### config.mk
export PLATFORM = sky130hd
export DESIGN_NAME = i2cesc_top
export DESIGN_NICKNAME = d
export VERILOG_FILES = /design/src/i2cesc_pkg.sv /design/src/i2cesc_scl_if.sv /design/src/i2cesc_sclgen.sv /design/src/i2cesc_top.sv
export SDC_FILE = /design/constraint.sdc
export NUM_CORES = 1
export LEC_CHECK = 0
export BUFFER_PORTS_ARGS = -buffer_cell sky130_fd_sc_hd__buf_2
export CORE_MARGIN = 8
export CORE_UTILIZATION = 54
export DETAILED_ROUTE_END_ITERATION = 10
export PLACE_DENSITY = 0.83
export RECOVER_POWER = 50
export SYNTH_ARGS = -nofsm -noshare
export SYNTH_HDL_FRONTEND = slang
export SYNTH_SLANG_ARGS = --single-unit
### constraint.sdc
create_clock -name pclk -period 3.7 [get_ports pclk]
set_input_delay 0.185 -clock pclk [delete_from_list [all_inputs] [get_ports pclk]]
set_output_delay 0.185 -clock pclk [all_outputs]
set_load 0.005 [all_outputs]
### src/i2cesc_pkg.sv
/*
 * constants shared by the error-status / bit-rate block of the two-wire
 * interface: register indices, field positions, reset values, gen states.
 * assumes a 32-bit apb bus; each register index is one aligned word.
 */
package i2cesc_pkg;

    // register indices, byte address is four times the index
    localparam logic [7:0] IDX_CTRL = 8'h18; // interface control
    localparam logic [7:0] IDX_ST2 = 8'h1a; // status_two
    localparam logic [7:0] IDX_CCR = 8'h1b; // bit_rate_control
    localparam logic [7:0] IDX_MASK = 8'h1f; // interrupt mask
    localparam int ADDR_W = 12; // apb address width

    // control fields
    localparam int CR_PE = 5; // interface_on
    localparam int CR_GENERAL_CALL_ENABLE = 4; // general_call_enable
    localparam int CR_ACK = 2; // ack_enable
    localparam int CR_ITE = 0; // interrupt_enable
    localparam logic [7:0] CTRL_WMASK = 8'h35; // writable control bits

    // status_two fields
    localparam int ST_AF = 4; // no_acknowledge_flag
    localparam int ST_STOP_SEEN_FLAG = 3; // stop_seen_flag
    localparam int ST_ARBITRATION_LOST_FLAG = 2; // arbitration_lost_flag
    localparam int ST_BUS_ERROR_FLAG = 1; // bus_error_flag
    localparam int ST_GENERAL_CALL_FLAG = 0; // general_call_flag
    localparam logic [7:0] ST2_USED = 8'h1f; // upper three read zero
    localparam logic [7:0] ST2_RDCLR = 8'h1e; // flags a read clears

    // bit_rate_control fields
    localparam int CCR_FM = 7; // fast_mode_select
    localparam int DIV_W = 7; // scl_divider width

    // reset values
    localparam logic [7:0] CTRL_RST = 8'h00;
    localparam logic [7:0] ST2_RST = 8'h00;
    localparam logic [7:0] CCR_RST = 8'h00;
    localparam logic [7:0] MASK_RST = 8'h1f;

    // scl half-period units in pclk cycles per divider step
    localparam int STD_UNIT = 10;
    localparam int FAST_UNIT = 4;

    // scl generator states, gray along idle -> low -> high
    typedef enum logic [1:0] {
        GEN_IDLE = 2'b00,
        GEN_LOW = 2'b01,
        GEN_HIGH = 2'b11
    } i2cesc_gen_type;

    // byte address of a register index
    function automatic logic [ADDR_W-1:0] reg_addr(logic [7:0] idx);
        return {2'b00, idx, 2'b00};
    endfunction : reg_addr

endpackage : i2cesc_pkg

### src/i2cesc_scl_if.sv
/*
 * carrier between the register logic and the scl rate generator.
 * assumes both ends sit on pclk.
 */
`timescale 1ns/10ps
interface i2cesc_scl_if;
    import i2cesc_pkg::*;
    logic enable; // interface_on
    logic fast; // fast_mode_select
    logic [DIV_W-1:0] divider; // scl_divider
    logic level; // generated scl level
    logic tick; // one-cycle pulse at each scl edge but the rise when enable drops
    modport ctl (output enable, output fast, output divider,
                 input level, input tick);
    modport gen (input enable, input fast, input divider,
                 output level, output tick);
endinterface : i2cesc_scl_if

### src/i2cesc_sclgen.sv
/*
 * scl rate generator: half period = (divider + 1) * unit pclk cycles,
 * unit chosen by the speed mode. assumes pclk at 125 mhz.
 */
`timescale 1ns/10ps
module i2cesc_sclgen
    import i2cesc_pkg::*;
#(
    parameter int STD_CYC = STD_UNIT,
    parameter int FAST_CYC = FAST_UNIT,
    parameter int CNT_W = 16
) (
    input wire logic pclk,
    input wire logic presetn,
    i2cesc_scl_if.gen sif
);
    // refuse units the counter cannot hold
    if (STD_CYC < 1 || FAST_CYC < 1 ||
        (128 * STD_CYC) >= (1 << CNT_W) ||
        (128 * FAST_CYC) >= (1 << CNT_W)) begin : g_chk
        $error("scl unit out of range");
    end

    typedef struct packed {
        i2cesc_gen_type st; // phase
        logic [CNT_W-1:0] cnt; // cycles left in phase
        logic level; // scl level
        logic tick; // edge pulse
    } i2cesc_gen_state_type;

    i2cesc_gen_state_type s_r, s_nxt;
    logic [CNT_W-1:0] half; // half period, cycles

    ////////////////////////////////////////////////////////////////////
    // half period from divider and mode, read each phase start
    always_comb begin
        half = CNT_W'((32'(sif.divider) + 32'd1) *
                      (sif.fast ? FAST_CYC : STD_CYC));
    end

    ////////////////////////////////////////////////////////////////////
    // next state
    always_comb begin
        s_nxt = s_r;
        s_nxt.tick = 1'b0;
        case (s_r.st)
            GEN_IDLE: begin // parked high
                s_nxt.level = 1'b1;
                if (sif.enable) begin
                    s_nxt.st = GEN_LOW;
                    s_nxt.cnt = half;
                    s_nxt.level = 1'b0;
                    s_nxt.tick = 1'b1;
                end
            end
            GEN_LOW, GEN_HIGH: begin
                if (!sif.enable) begin // stop at once
                    s_nxt.st = GEN_IDLE;
                    s_nxt.level = 1'b1;
                end else if (s_r.cnt <= CNT_W'(1)) begin
                    s_nxt.st = (s_r.st == GEN_LOW) ? GEN_HIGH : GEN_LOW;
                    s_nxt.cnt = half;
                    s_nxt.level = (s_r.st == GEN_LOW);
                    s_nxt.tick = 1'b1;
                end else begin
                    s_nxt.cnt = s_r.cnt - CNT_W'(1);
                end
            end
            default: s_nxt.st = GEN_IDLE;
        endcase
    end

    ////////////////////////////////////////////////////////////////////
    // state register
    always_ff @(posedge pclk or negedge presetn) begin
        if (!presetn) begin
            s_r <= '{st: GEN_IDLE, cnt: '0, level: 1'b1, tick: 1'b0};
        end else begin
            s_r <= s_nxt;
        end
    end

    assign sif.level = s_r.level;
    assign sif.tick = s_r.tick;

endmodule : i2cesc_sclgen

### src/i2cesc_top.sv
/*
 * status_two and bit_rate_control of the two-wire interface, plus the
 * control and mask registers, behind an apb slave; one level irq.
 * assumes event inputs are one-cycle pulses from bit logic on pclk.
 */
// Implementation choices: register access over APB and the register addresses.
`timescale 1ns/10ps
module i2cesc_top
    import i2cesc_pkg::*;
#(
    parameter int STD_CYC = STD_UNIT,
    parameter int FAST_CYC = FAST_UNIT
) (
    input wire logic pclk,
    input wire logic presetn,
    input wire logic psel,
    input wire logic penable,
    input wire logic pwrite,
    input wire logic [ADDR_W-1:0] paddr,
    input wire logic [31:0] pwdata,
    output logic [31:0] prdata,
    output logic pready,
    output logic pslverr,
    input wire logic nack_evt, // no ack after a sent byte
    input wire logic stop_evt, // stop condition seen
    input wire logic arb_lost_evt, // another master won
    input wire logic rx_ack_slot, // master-receive ack bit in progress
    input wire logic misplaced_evt, // misplaced start or stop
    input wire logic gcall_addr_evt, // general call address received
    input wire logic start_req, // start written, enter master role
    input wire logic start_sent_flag,
    input wire logic byte_done_flag,
    output logic irq,
    output logic scl_hold, // scl stretch request
    output logic master_role_flag,
    output logic interface_on,
    output logic general_call_enable,
    output logic ack_enable,
    output logic interrupt_enable,
    output logic scl_level,
    output logic scl_tick
);

    typedef struct packed {
        logic [7:0] ctrl; // control
        logic [7:0] st2; // status_two
        logic [7:0] bit_rate_control; // bit_rate_control
        logic [7:0] mask; // interrupt mask
        logic master; // master_role_flag
        logic [7:0] cap; // status_two value handed to the reader
        logic rd_st2; // current access reads status_two
        logic [7:0] rdata; // read data
        logic ready; // access phase answer
        logic err; // unmapped address
        logic irq; // interrupt line
        logic hold; // scl stretch
    } i2cesc_top_state_type;

    i2cesc_top_state_type s_r, s_nxt;
    i2cesc_scl_if sif ();

    logic setup; // apb setup cycle
    logic done; // apb access completes at this edge
    logic pe; // interface_on
    logic slave; // not master
    logic [7:0] set_v; // flags set this cycle
    logic [7:0] clr_v; // flags cleared this cycle

    ////////////////////////////////////////////////////////////////////
    // register decode, used for hit and read mux
    function automatic logic [7:0] rd_mux(
        input logic [ADDR_W-1:0] a, input i2cesc_top_state_type s);
        logic [7:0] v;
        v = 8'h00;
        if (a == reg_addr(IDX_CTRL)) v = s.ctrl;
        if (a == reg_addr(IDX_ST2)) v = s.st2 & ST2_USED;
        if (a == reg_addr(IDX_CCR)) v = s.bit_rate_control;
        if (a == reg_addr(IDX_MASK)) v = s.mask;
        return v;
    endfunction : rd_mux

    function automatic logic hit(input logic [ADDR_W-1:0] a);
        return a == reg_addr(IDX_CTRL) || a == reg_addr(IDX_ST2) ||
               a == reg_addr(IDX_CCR) || a == reg_addr(IDX_MASK);
    endfunction : hit

    ////////////////////////////////////////////////////////////////////
    // event qualification
    always_comb begin
        setup = psel && !penable;
        done = psel && penable && s_r.ready;
        pe = s_r.ctrl[CR_PE];
        slave = !s_r.master;
        set_v = 8'h00;
        set_v[ST_AF] = nack_evt;
        set_v[ST_STOP_SEEN_FLAG] = stop_evt && slave && s_r.ctrl[CR_ACK];
        // ack slot of a master receive is not arbitrated
        set_v[ST_ARBITRATION_LOST_FLAG] = arb_lost_evt && s_r.master && !rx_ack_slot;
        set_v[ST_BUS_ERROR_FLAG] = misplaced_evt;
        set_v[ST_GENERAL_CALL_FLAG] = gcall_addr_evt && slave &&
                         s_r.ctrl[CR_GENERAL_CALL_ENABLE];
        // clear only what the reader saw, so a flag set meanwhile stays
        clr_v = (done && s_r.rd_st2) ? (s_r.cap & ST2_RDCLR) : 8'h00;
        clr_v[ST_GENERAL_CALL_FLAG] = set_v[ST_STOP_SEEN_FLAG];
    end

    ////////////////////////////////////////////////////////////////////
    // next state of the whole block
    always_comb begin
        s_nxt = s_r;
        // apb slave, one access cycle, answer always registered
        s_nxt.ready = 1'b0;
        s_nxt.err = 1'b0; // error answer stands with pready only
        if (setup) begin
            s_nxt.ready = 1'b1;
            s_nxt.err = !hit(paddr);
            s_nxt.rdata = pwrite ? 8'h00 : rd_mux(paddr, s_r);
            s_nxt.rd_st2 = !pwrite && paddr == reg_addr(IDX_ST2);
            s_nxt.cap = s_r.st2;
        end else if (done) begin
            s_nxt.err = 1'b0;
            s_nxt.rd_st2 = 1'b0;
        end
        if (done && pwrite && !s_r.err) begin
            if (paddr == reg_addr(IDX_CTRL)) begin
                s_nxt.ctrl = pwdata[7:0] & CTRL_WMASK;
            end
            if (paddr == reg_addr(IDX_CCR)) begin
                s_nxt.bit_rate_control = pwdata[7:0];
            end
            if (paddr == reg_addr(IDX_MASK)) begin
                s_nxt.mask = pwdata[7:0] & ST2_USED;
            end
            // status_two writes are ignored
        end
        // flags: set wins over clear; interface off clears all
        if (pe) begin
            s_nxt.st2 = ((s_r.st2 & ~clr_v) | set_v) & ST2_USED;
        end else begin
            s_nxt.st2 = ST2_RST;
        end
        // bit_rate_control is untouched by interface off
        // master role
        if (!pe) begin
            s_nxt.master = 1'b0;
        end else if (set_v[ST_ARBITRATION_LOST_FLAG] || stop_evt) begin
            s_nxt.master = 1'b0;
        end else if (start_req) begin
            s_nxt.master = 1'b1;
        end
        // level irq, gated by interrupt_enable
        s_nxt.irq = s_nxt.ctrl[CR_ITE] &&
                    |(s_nxt.st2 & s_nxt.mask);
        // only start-sent and byte-done stretch scl
        s_nxt.hold = start_sent_flag || byte_done_flag;
    end

    ////////////////////////////////////////////////////////////////////
    // state register
    always_ff @(posedge pclk or negedge presetn) begin
        if (!presetn) begin
            s_r <= '{ctrl: CTRL_RST, st2: ST2_RST, bit_rate_control: CCR_RST,
                     mask: MASK_RST, master: 1'b0, cap: 8'h00,
                     rd_st2: 1'b0, rdata: 8'h00, ready: 1'b0,
                     err: 1'b0, irq: 1'b0, hold: 1'b0};
        end else begin
            s_r <= s_nxt;
        end
    end

    ////////////////////////////////////////////////////////////////////
    // scl rate generator
    assign sif.enable = pe;
    assign sif.fast = s_r.bit_rate_control[CCR_FM];
    assign sif.divider = s_r.bit_rate_control[DIV_W-1:0];

    i2cesc_sclgen #(
        .STD_CYC(STD_CYC),
        .FAST_CYC(FAST_CYC),
        .CNT_W(16)
    ) u_gen (
        .pclk(pclk),
        .presetn(presetn),
        .sif(sif)
    );

    ////////////////////////////////////////////////////////////////////
    // outputs, all from flops
    assign prdata = {24'h000000, s_r.rdata};
    assign pready = s_r.ready;
    assign pslverr = s_r.err;
    assign irq = s_r.irq;
    assign scl_hold = s_r.hold;
    assign master_role_flag = s_r.master;
    assign interface_on = s_r.ctrl[CR_PE];
    assign general_call_enable = s_r.ctrl[CR_GENERAL_CALL_ENABLE];
    assign ack_enable = s_r.ctrl[CR_ACK];
    assign interrupt_enable = s_r.ctrl[CR_ITE];
    assign scl_level = sif.level;
    assign scl_tick = sif.tick;
endmodule : i2cesc_top

==> results of run 1 <==
[placed cells by master (no fill, tap or decap), types with 5 or more instances in the layout]
master    synthesis  routed
ha_1             23      22
mux2_2           22      22
a22oi_1           5       5
o31ai_1           7       7
nand4_1           5       5
xnor2_1           5       5
conb_1            1      25
clkbuf_1         18       9
nor2_1           30      30
buf_4            33       9
nand2_1          43      43
dfstp_2           6       5
dfrtp_1          54      54
clkbuf_8          1      10
o21ai_0          30      30
or3_1             6       6
or2_2             5       5
nand3_1          19      19
a21oi_1          19      19
o21ai_1           7       7
nor3_1           12      12
inv_1            23      23
buf_2             2      45
[power breakdown]
group | total, mW | internal (mW) | leakage, nW | switching [mW]
logic | 0.0622 | 0.0204 | 1.23 | 0.0418
registers | 0.660 | 0.659 | 0.773 | 0.00161
clock network | 0.650 | 0.397 | 0.107 | 0.253
total | 1.37 | 1.08 | 2.11 | 0.297
[logic make-up after synthesis]
logic type,count (synthesis)
buffers and inverters,79
adder cells (fa/ha/maj),26
other,1
AO/OA/AOI/OAI,102
AND/OR/NAND/NOR,146
flip-flops,60
XOR/XNOR,9
multiplexers,25
[per-layer routing]
layer | share of wire | up-vias | GRT usage
met5 | 0 | - | 0
met4 | 0.0081 | 0 | 0.0384
met3 | 0.061 | 8 | 0.0425
met2 | 0.51 | 108 | 0.328
met1 | 0.42 | 1647 | 0.215
li1 | - | 1619 | -
[repair_timing]
item | 4_1_cts | 5_1_grt
hold endpoints to repair | 15 | 0
endpoints found under the setup margin | 0 | 2
hold buffers | 1 | 0
gates resized for setup | 0 | 2
setup buffers | 0 | 1
[how the worst max path moves through the flow]
stage            start            end  slack (ps)  cells past startpoint
5_1_grt        s_r[33]  u_gen.s_r[13]          30                     15
4_1_cts        s_r[33]  u_gen.s_r[13]         180                     15
3_5_place_dp   s_r[34]  u_gen.s_r[13]         190                     15
2_1_floorplan  s_r[33]  u_gen.s_r[13]         250                     16
6_report       s_r[34]  u_gen.s_r[13]         170                     15
3_3_place_gp   s_r[30]  u_gen.s_r[12]         290                     14
[through the flow]
stage               hold WS [ps]  setup slack, ps
detailed placement           158              192
floorplan                   -111              247
finish                      27.0              171
global route                16.6             26.5
CTS                         5.37              176
global placement             148              288
[cell type report]
type                    count  area (µm²)  area share
flip-flops and latches     60        1510       0.338
well taps                  99         124      0.0277
inverters                  23        86.3      0.0193
clock buffers              12         145      0.0325
multi-input cells         333        2200       0.492
clock inverters             4        72.6      0.0162
repair buffers             63         334      0.0747
==> out/metrics.cfg, run 1 <==
[run_status]
status = completed

[yosys]
yosys.area.top_type = dfrtp_1
syn_area_mm2 = 0.00406
ys_types = 62
synth_mux_area_frac = 0.0685
ys_seq_area_frac = 0.372
synth_fa_ha_area_frac = 0.0858
synth-seq-cells = 60
ys_async_sr_fraction = 1.00
yosysTopAreaCellShare = 0.333
synth_top_family_by_area = simple AND/OR/NAND/NOR gates
syn_inst = 448
syn_avg_cell_area_um2 = 9.05
synth-compound-area-share = 0.164
synth_edf_count = 0
synth_most_common_cell = dfrtp_1
synth-simple-area-share = 0.181
synthTopCellsByCount = 54 x dfrtp_1, 43 x nand2_1, 33 x buf_4
ys_top_cells_by_area = dfrtp_1 33%, ha_1 7.1%, buf_4 6.1%
ys.flop_type = dfrtp_1
yosysWarnings = 0
synth-xor-area-share = 0.0194

[grt]
grt_max_degree = 42
grt_pass1_vias = 3314
grt_use_total = 0.182
overflow = 0
antenna_found_initial = 0
grt_pass1_wl_um = 15200

[clock_tree]
cts_tree = done
numCtsBuffers = 9
clk_latency_ps = 340
ctsRootBufferMaster = clkbuf_8
htree_levels = 3
clk_pin_slew_ps = 70
clock_sinks = 60
cts_buffer_depth = 2

[finish]
nFillCells = 611
final_cells = 594
largest-register = s_r
fin_nets = 574
final_area_mm2 = 0.00447
antenna_cells = 0
final_core_util = 0.616
drive_above_1_share = 0.224
largest_reg_flops = 23
syn_to_final_growth_pct = 10.2

[drt]
wl_um = 9280
drtIter0Drc = 200
postRouteAntennaNets = 0
vias_per_cell = 5.69
drc = 0
drtPass1Iterations = 4
wl_per_cell_um = 15.6
vias = 3382

[die]
fp.dieArea_mm2 = 0.0105
ioPinCount = 101
initial_core_util = 0.559
std_cell_rows = 31
fp.dieH_um = 103
coreArea_mm2 = 0.00725
die_x_um = 103

[min_path]
hold_depth = 2
whs_endpoint = master_role_flag
min_from = stop_evt
min_path_type = input pin to flip-flop

[critical_path]
path_cells = and3_1, nand3_1, xor2_1, nor2_1, inv_1, fa_1, inv_1, ha_1, ha_1, nand3_1, o211ai_1, nor4_1, nor3_1, xor2_1, a221o_1
rr_worst_depth = 15
critPathKind = flip-flop to flip-flop
cp.required_ps = 3920
cp.buffers_inverters = 2
r2r-end = u_gen.s_r[13]
critPathMaxFanout = 5
cp.arrival_ps = 3750
crit_family = adder cells
timing.rr.start = s_r[34]
rrSetupSlack_ps = 170
critical-path-max-stage-delay_ps = 540
cp_slowest_cell = fa_1
crit_path_start_kind = flip-flop
end_kind = flip-flop

[place]
place_congestion = 0.905
dp_cells = 576
portBuffers = 52
dp_hpwl_um = 6990
dpl_cell_area_mm2 = 0.00424

[pwr]
p_leak_nw = 2.11
total_power_mw = 1.37
vdd_drop_max_uv = 303
powerDensity_mw_per_mm2 = 307

[timing]
hold_viol = 0
period_share = 0.954
tightest_slew_ps = 1110
slew_viol_final = 0
max_slew_margin = 0.262
fmax_ghz = 0.283
finClkSkew_ps = 12.2
tns_ps = 0
rsz0062_at_grt = false
finalCriticalPeriod_ps = 3530
setup_viol = 0

[run]
cap_violations = 0

(Power assumes the default switching activity.)
==> run 2, diff against run 1 <==
--- a/config.mk
+++ b/config.mk
@@ -7,10 +7,12 @@
 export LEC_CHECK = 0
 export BUFFER_PORTS_ARGS = -buffer_cell sky130_fd_sc_hd__buf_2
 export CORE_MARGIN = 8
-export CORE_UTILIZATION = 54
+export CORE_UTILIZATION = 56
+export CTS_BUF_LIST = sky130_fd_sc_hd__clkbuf_8
 export DETAILED_ROUTE_END_ITERATION = 10
-export PLACE_DENSITY = 0.83
+export PLACE_DENSITY = 0.85
 export RECOVER_POWER = 50
 export SYNTH_ARGS = -nofsm -noshare
 export SYNTH_HDL_FRONTEND = slang
+export SYNTH_HIERARCHICAL = 1
 export SYNTH_SLANG_ARGS = --single-unit
==> run 2 against run 1 <==
Compared with the run above:
- the flow now finishes with violations (max-capacitance violations, max-slew violations)
- combinational power increased by 9.0%
- wire length rose by 2.1%
- hold slack got worse by 4.3 ps
==> out/metrics.cfg, run 2 <==
[finish]
final_core_util = 0.617
nFillCells = 596
final_common_cell = dfrtp_1
antenna_cells = 0
largest-register = s_r
final_cell_mix = 54 x dfrtp_1, 48 x buf_2, 30 x nand2_1, 30 x nor2_1, 25 x conb_1
multi_input_area_mm2 = 0.00226
seq_area_mm2 = 0.00151
drive_above_1_share = 0.248
syn_to_final_growth_pct = 8.36
fin_nets = 539
largest_reg_flops = 23
final_area_mm2 = 0.00443
final_cells = 562

[run_status]
status = finished with violations
violations = max-capacitance violations, max-slew violations

[yosys]
ys.flop_type = dfrtp_1
syn_avg_cell_area_um2 = 9.73
yosys.area.top_type = dfrtp_1
syn_inst = 420
ys_seq_area_frac = 0.369
ys_types = 73
synth_most_common_cell = dfrtp_1
syn_area_mm2 = 0.00409
yosysWarnings = 6
ys_async_sr_fraction = 1.00
yosysTopAreaCellShare = 0.331
synth_edf_count = 0
synthTopCellsByCount = 54 x dfrtp_1, 33 x buf_4, 30 x nand2_1, 30 x nor2_1, 23 x mux2_2
ys_top_cells_by_area = dfrtp_1 33%, ha_1 6.7%, mux2_2 6.3%
synth-seq-cells = 60

[timing]
tns_ps = 0
tightest_slew_ps = 3190
max_slew_margin = -1.13
hold_viol = 0
rsz0062_at_grt = false
fmax_ghz = 0.291
finalCriticalPeriod_ps = 3440
hold_slack_ps = 22.7
setup_slack_ps = 261
period_share = 0.930
finClkSkew_ps = 8.68
slew_viol_final = 61
setup_viol = 0

[place]
portBuffers = 52
post-place-ws_ps = 349
place_congestion = 0.850
dpl_cell_area_mm2 = 0.00424
dp_hpwl_um = 6910
dp_cells = 546

[critical_path]
crit_path_start_kind = flip-flop
end_kind = flip-flop
critPathMaxFanout = 7
critical-path-max-stage-delay_ps = 470
cp.required_ps = 3930
critPathKind = flip-flop to flip-flop
cp.buffers_inverters = 1
path_common_cell = ha_1
cp.arrival_ps = 3670
cp_slowest_cell = dfrtp_1
crit_family = adder cells
path_cells = ha_1, nand3_1, xor2_1, nor2_1, ha_1, ha_1, inv_1, fa_1, nand2b_1, a21oi_1, mux2i_1, nand4_1, and3_1

[clock_tree]
cts_buffer_depth = 2
cts_hold_buf = 0
cts-resized-gates = 0
clock_sinks = 60
htree_levels = 3
clk_pin_slew_ps = 70
clk_latency_ps = 350
ctsRootBufferMaster = clkbuf_8
post-cts-setup-buffers = 0
numCtsBuffers = 9
cts_tree = done

[grt]
grt_use_total = 0.192
antenna_found_initial = 0
overflow = 0
grt_pass1_vias = 3305
grt_pass1_wl_um = 15600
grt_max_degree = 61

[die]
std_cell_rows = 31
die_x_um = 101
coreArea_mm2 = 0.00718
fp.dieArea_mm2 = 0.0103
initial_core_util = 0.570
fp.dieH_um = 101
ioPinCount = 101

[drt]
drtIter0Drc = 374
wl_um = 9470
drc = 0
postRouteAntennaNets = 0
vias_per_cell = 5.93
wl_per_cell_um = 16.8
vias = 3330
drtPass1Iterations = 6

[pwr]
powerDensity_mw_per_mm2 = 301
p_leak_nw = 2.11
vdd_drop_max_uv = 152
total_power_mw = 1.33

[min_path]
min_path_type = input pin to flip-flop

[run]
cap_violations = 1

[run 2: cell count changes in the layout (fill, tap and decap cells not counted), moves of 4 or more]
cell,change
o21ai_1,-6
mux2i_1,+8
buf_4,-7
clkbuf_1,-4
nand3_1,-10
nor4_1,+4
or3_1,-5
o21ai_0,-13
nand2_1,-13
inv_1,-5
[run 2: path summary, 6_finish.rpt]
kind                                    start                to  slack, ps  cells after the start
worst max-delay path                  s_r[31]     u_gen/s_r[12]        260                     13
worst min-delay path                 stop_evt  master_role_flag         20                      2
worst max register to register        s_r[31]     u_gen/s_r[12]        260                     13
worst min register to register  u_gen/s_r[19]   u_gen/sif.level        450                      1
max in group asynchronous             presetn      u_gen/s_r[8]        900                      2
min in group asynchronous             presetn               irq        990                      2
[run 2: final cells by class]
type	count	share of cell area
well taps	99	0.0280
clock inverters	5	0.0116
flip-flops and latches	60	0.341
inverters	17	0.0144
repair buffers	55	0.0619
clock buffers	11	0.0342
multi-input cells	315	0.509
[run 2: worst reg2reg max path: stages, from the launching register on]
cell and delay [ps]:
dfrtp_1 470, ha_1 300, nand3_1 160, xor2_1 260, nor2_1 70, ha_1 320
ha_1 300, inv_1 60, fa_1 450, nand2b_1 180, a21oi_1 240, mux2i_1 220
nand4_1 100, and3_1 200
[run 2: power by group]
part	leakage (nW)	total [mW]	switching, mW	internal (mW)
sequential	0.801	0.660	0.00177	0.658
clock	0.107	0.607	0.264	0.343
combinational	1.21	0.0678	0.0465	0.0213
total	2.11	1.33	0.312	1.02
[run 2: cell families (layout without fill, tap and decap cells)]
| kind of cell | after synthesis | after routing | share of synthesized area |
|---|---|---|---|
| AO/OA/AOI/OAI | 88 | 88 | 0.150 |
| XOR/XNOR | 11 | 11 | 0.0236 |
| adder cells (fa/ha/maj) | 23 | 23 | 0.0722 |
| buffers and inverters | 68 | 88 | 0.100 |
| flip-flops | 60 | 60 | 0.369 |
| multiplexers | 35 | 35 | 0.0940 |
| other | 2 | 25 | 0.00184 |
| AND/OR/NAND/NOR | 133 | 133 | 0.189 |
[run 2: per-layer routing]
layer,vias to the layer above,share of wire,track usage
li1,1544,-,-
met2,155,0.48,0.312
met1,1617,0.41,0.240
met4,0,0.018,0.0825
met3,14,0.091,0.0433
met5,-,0,0
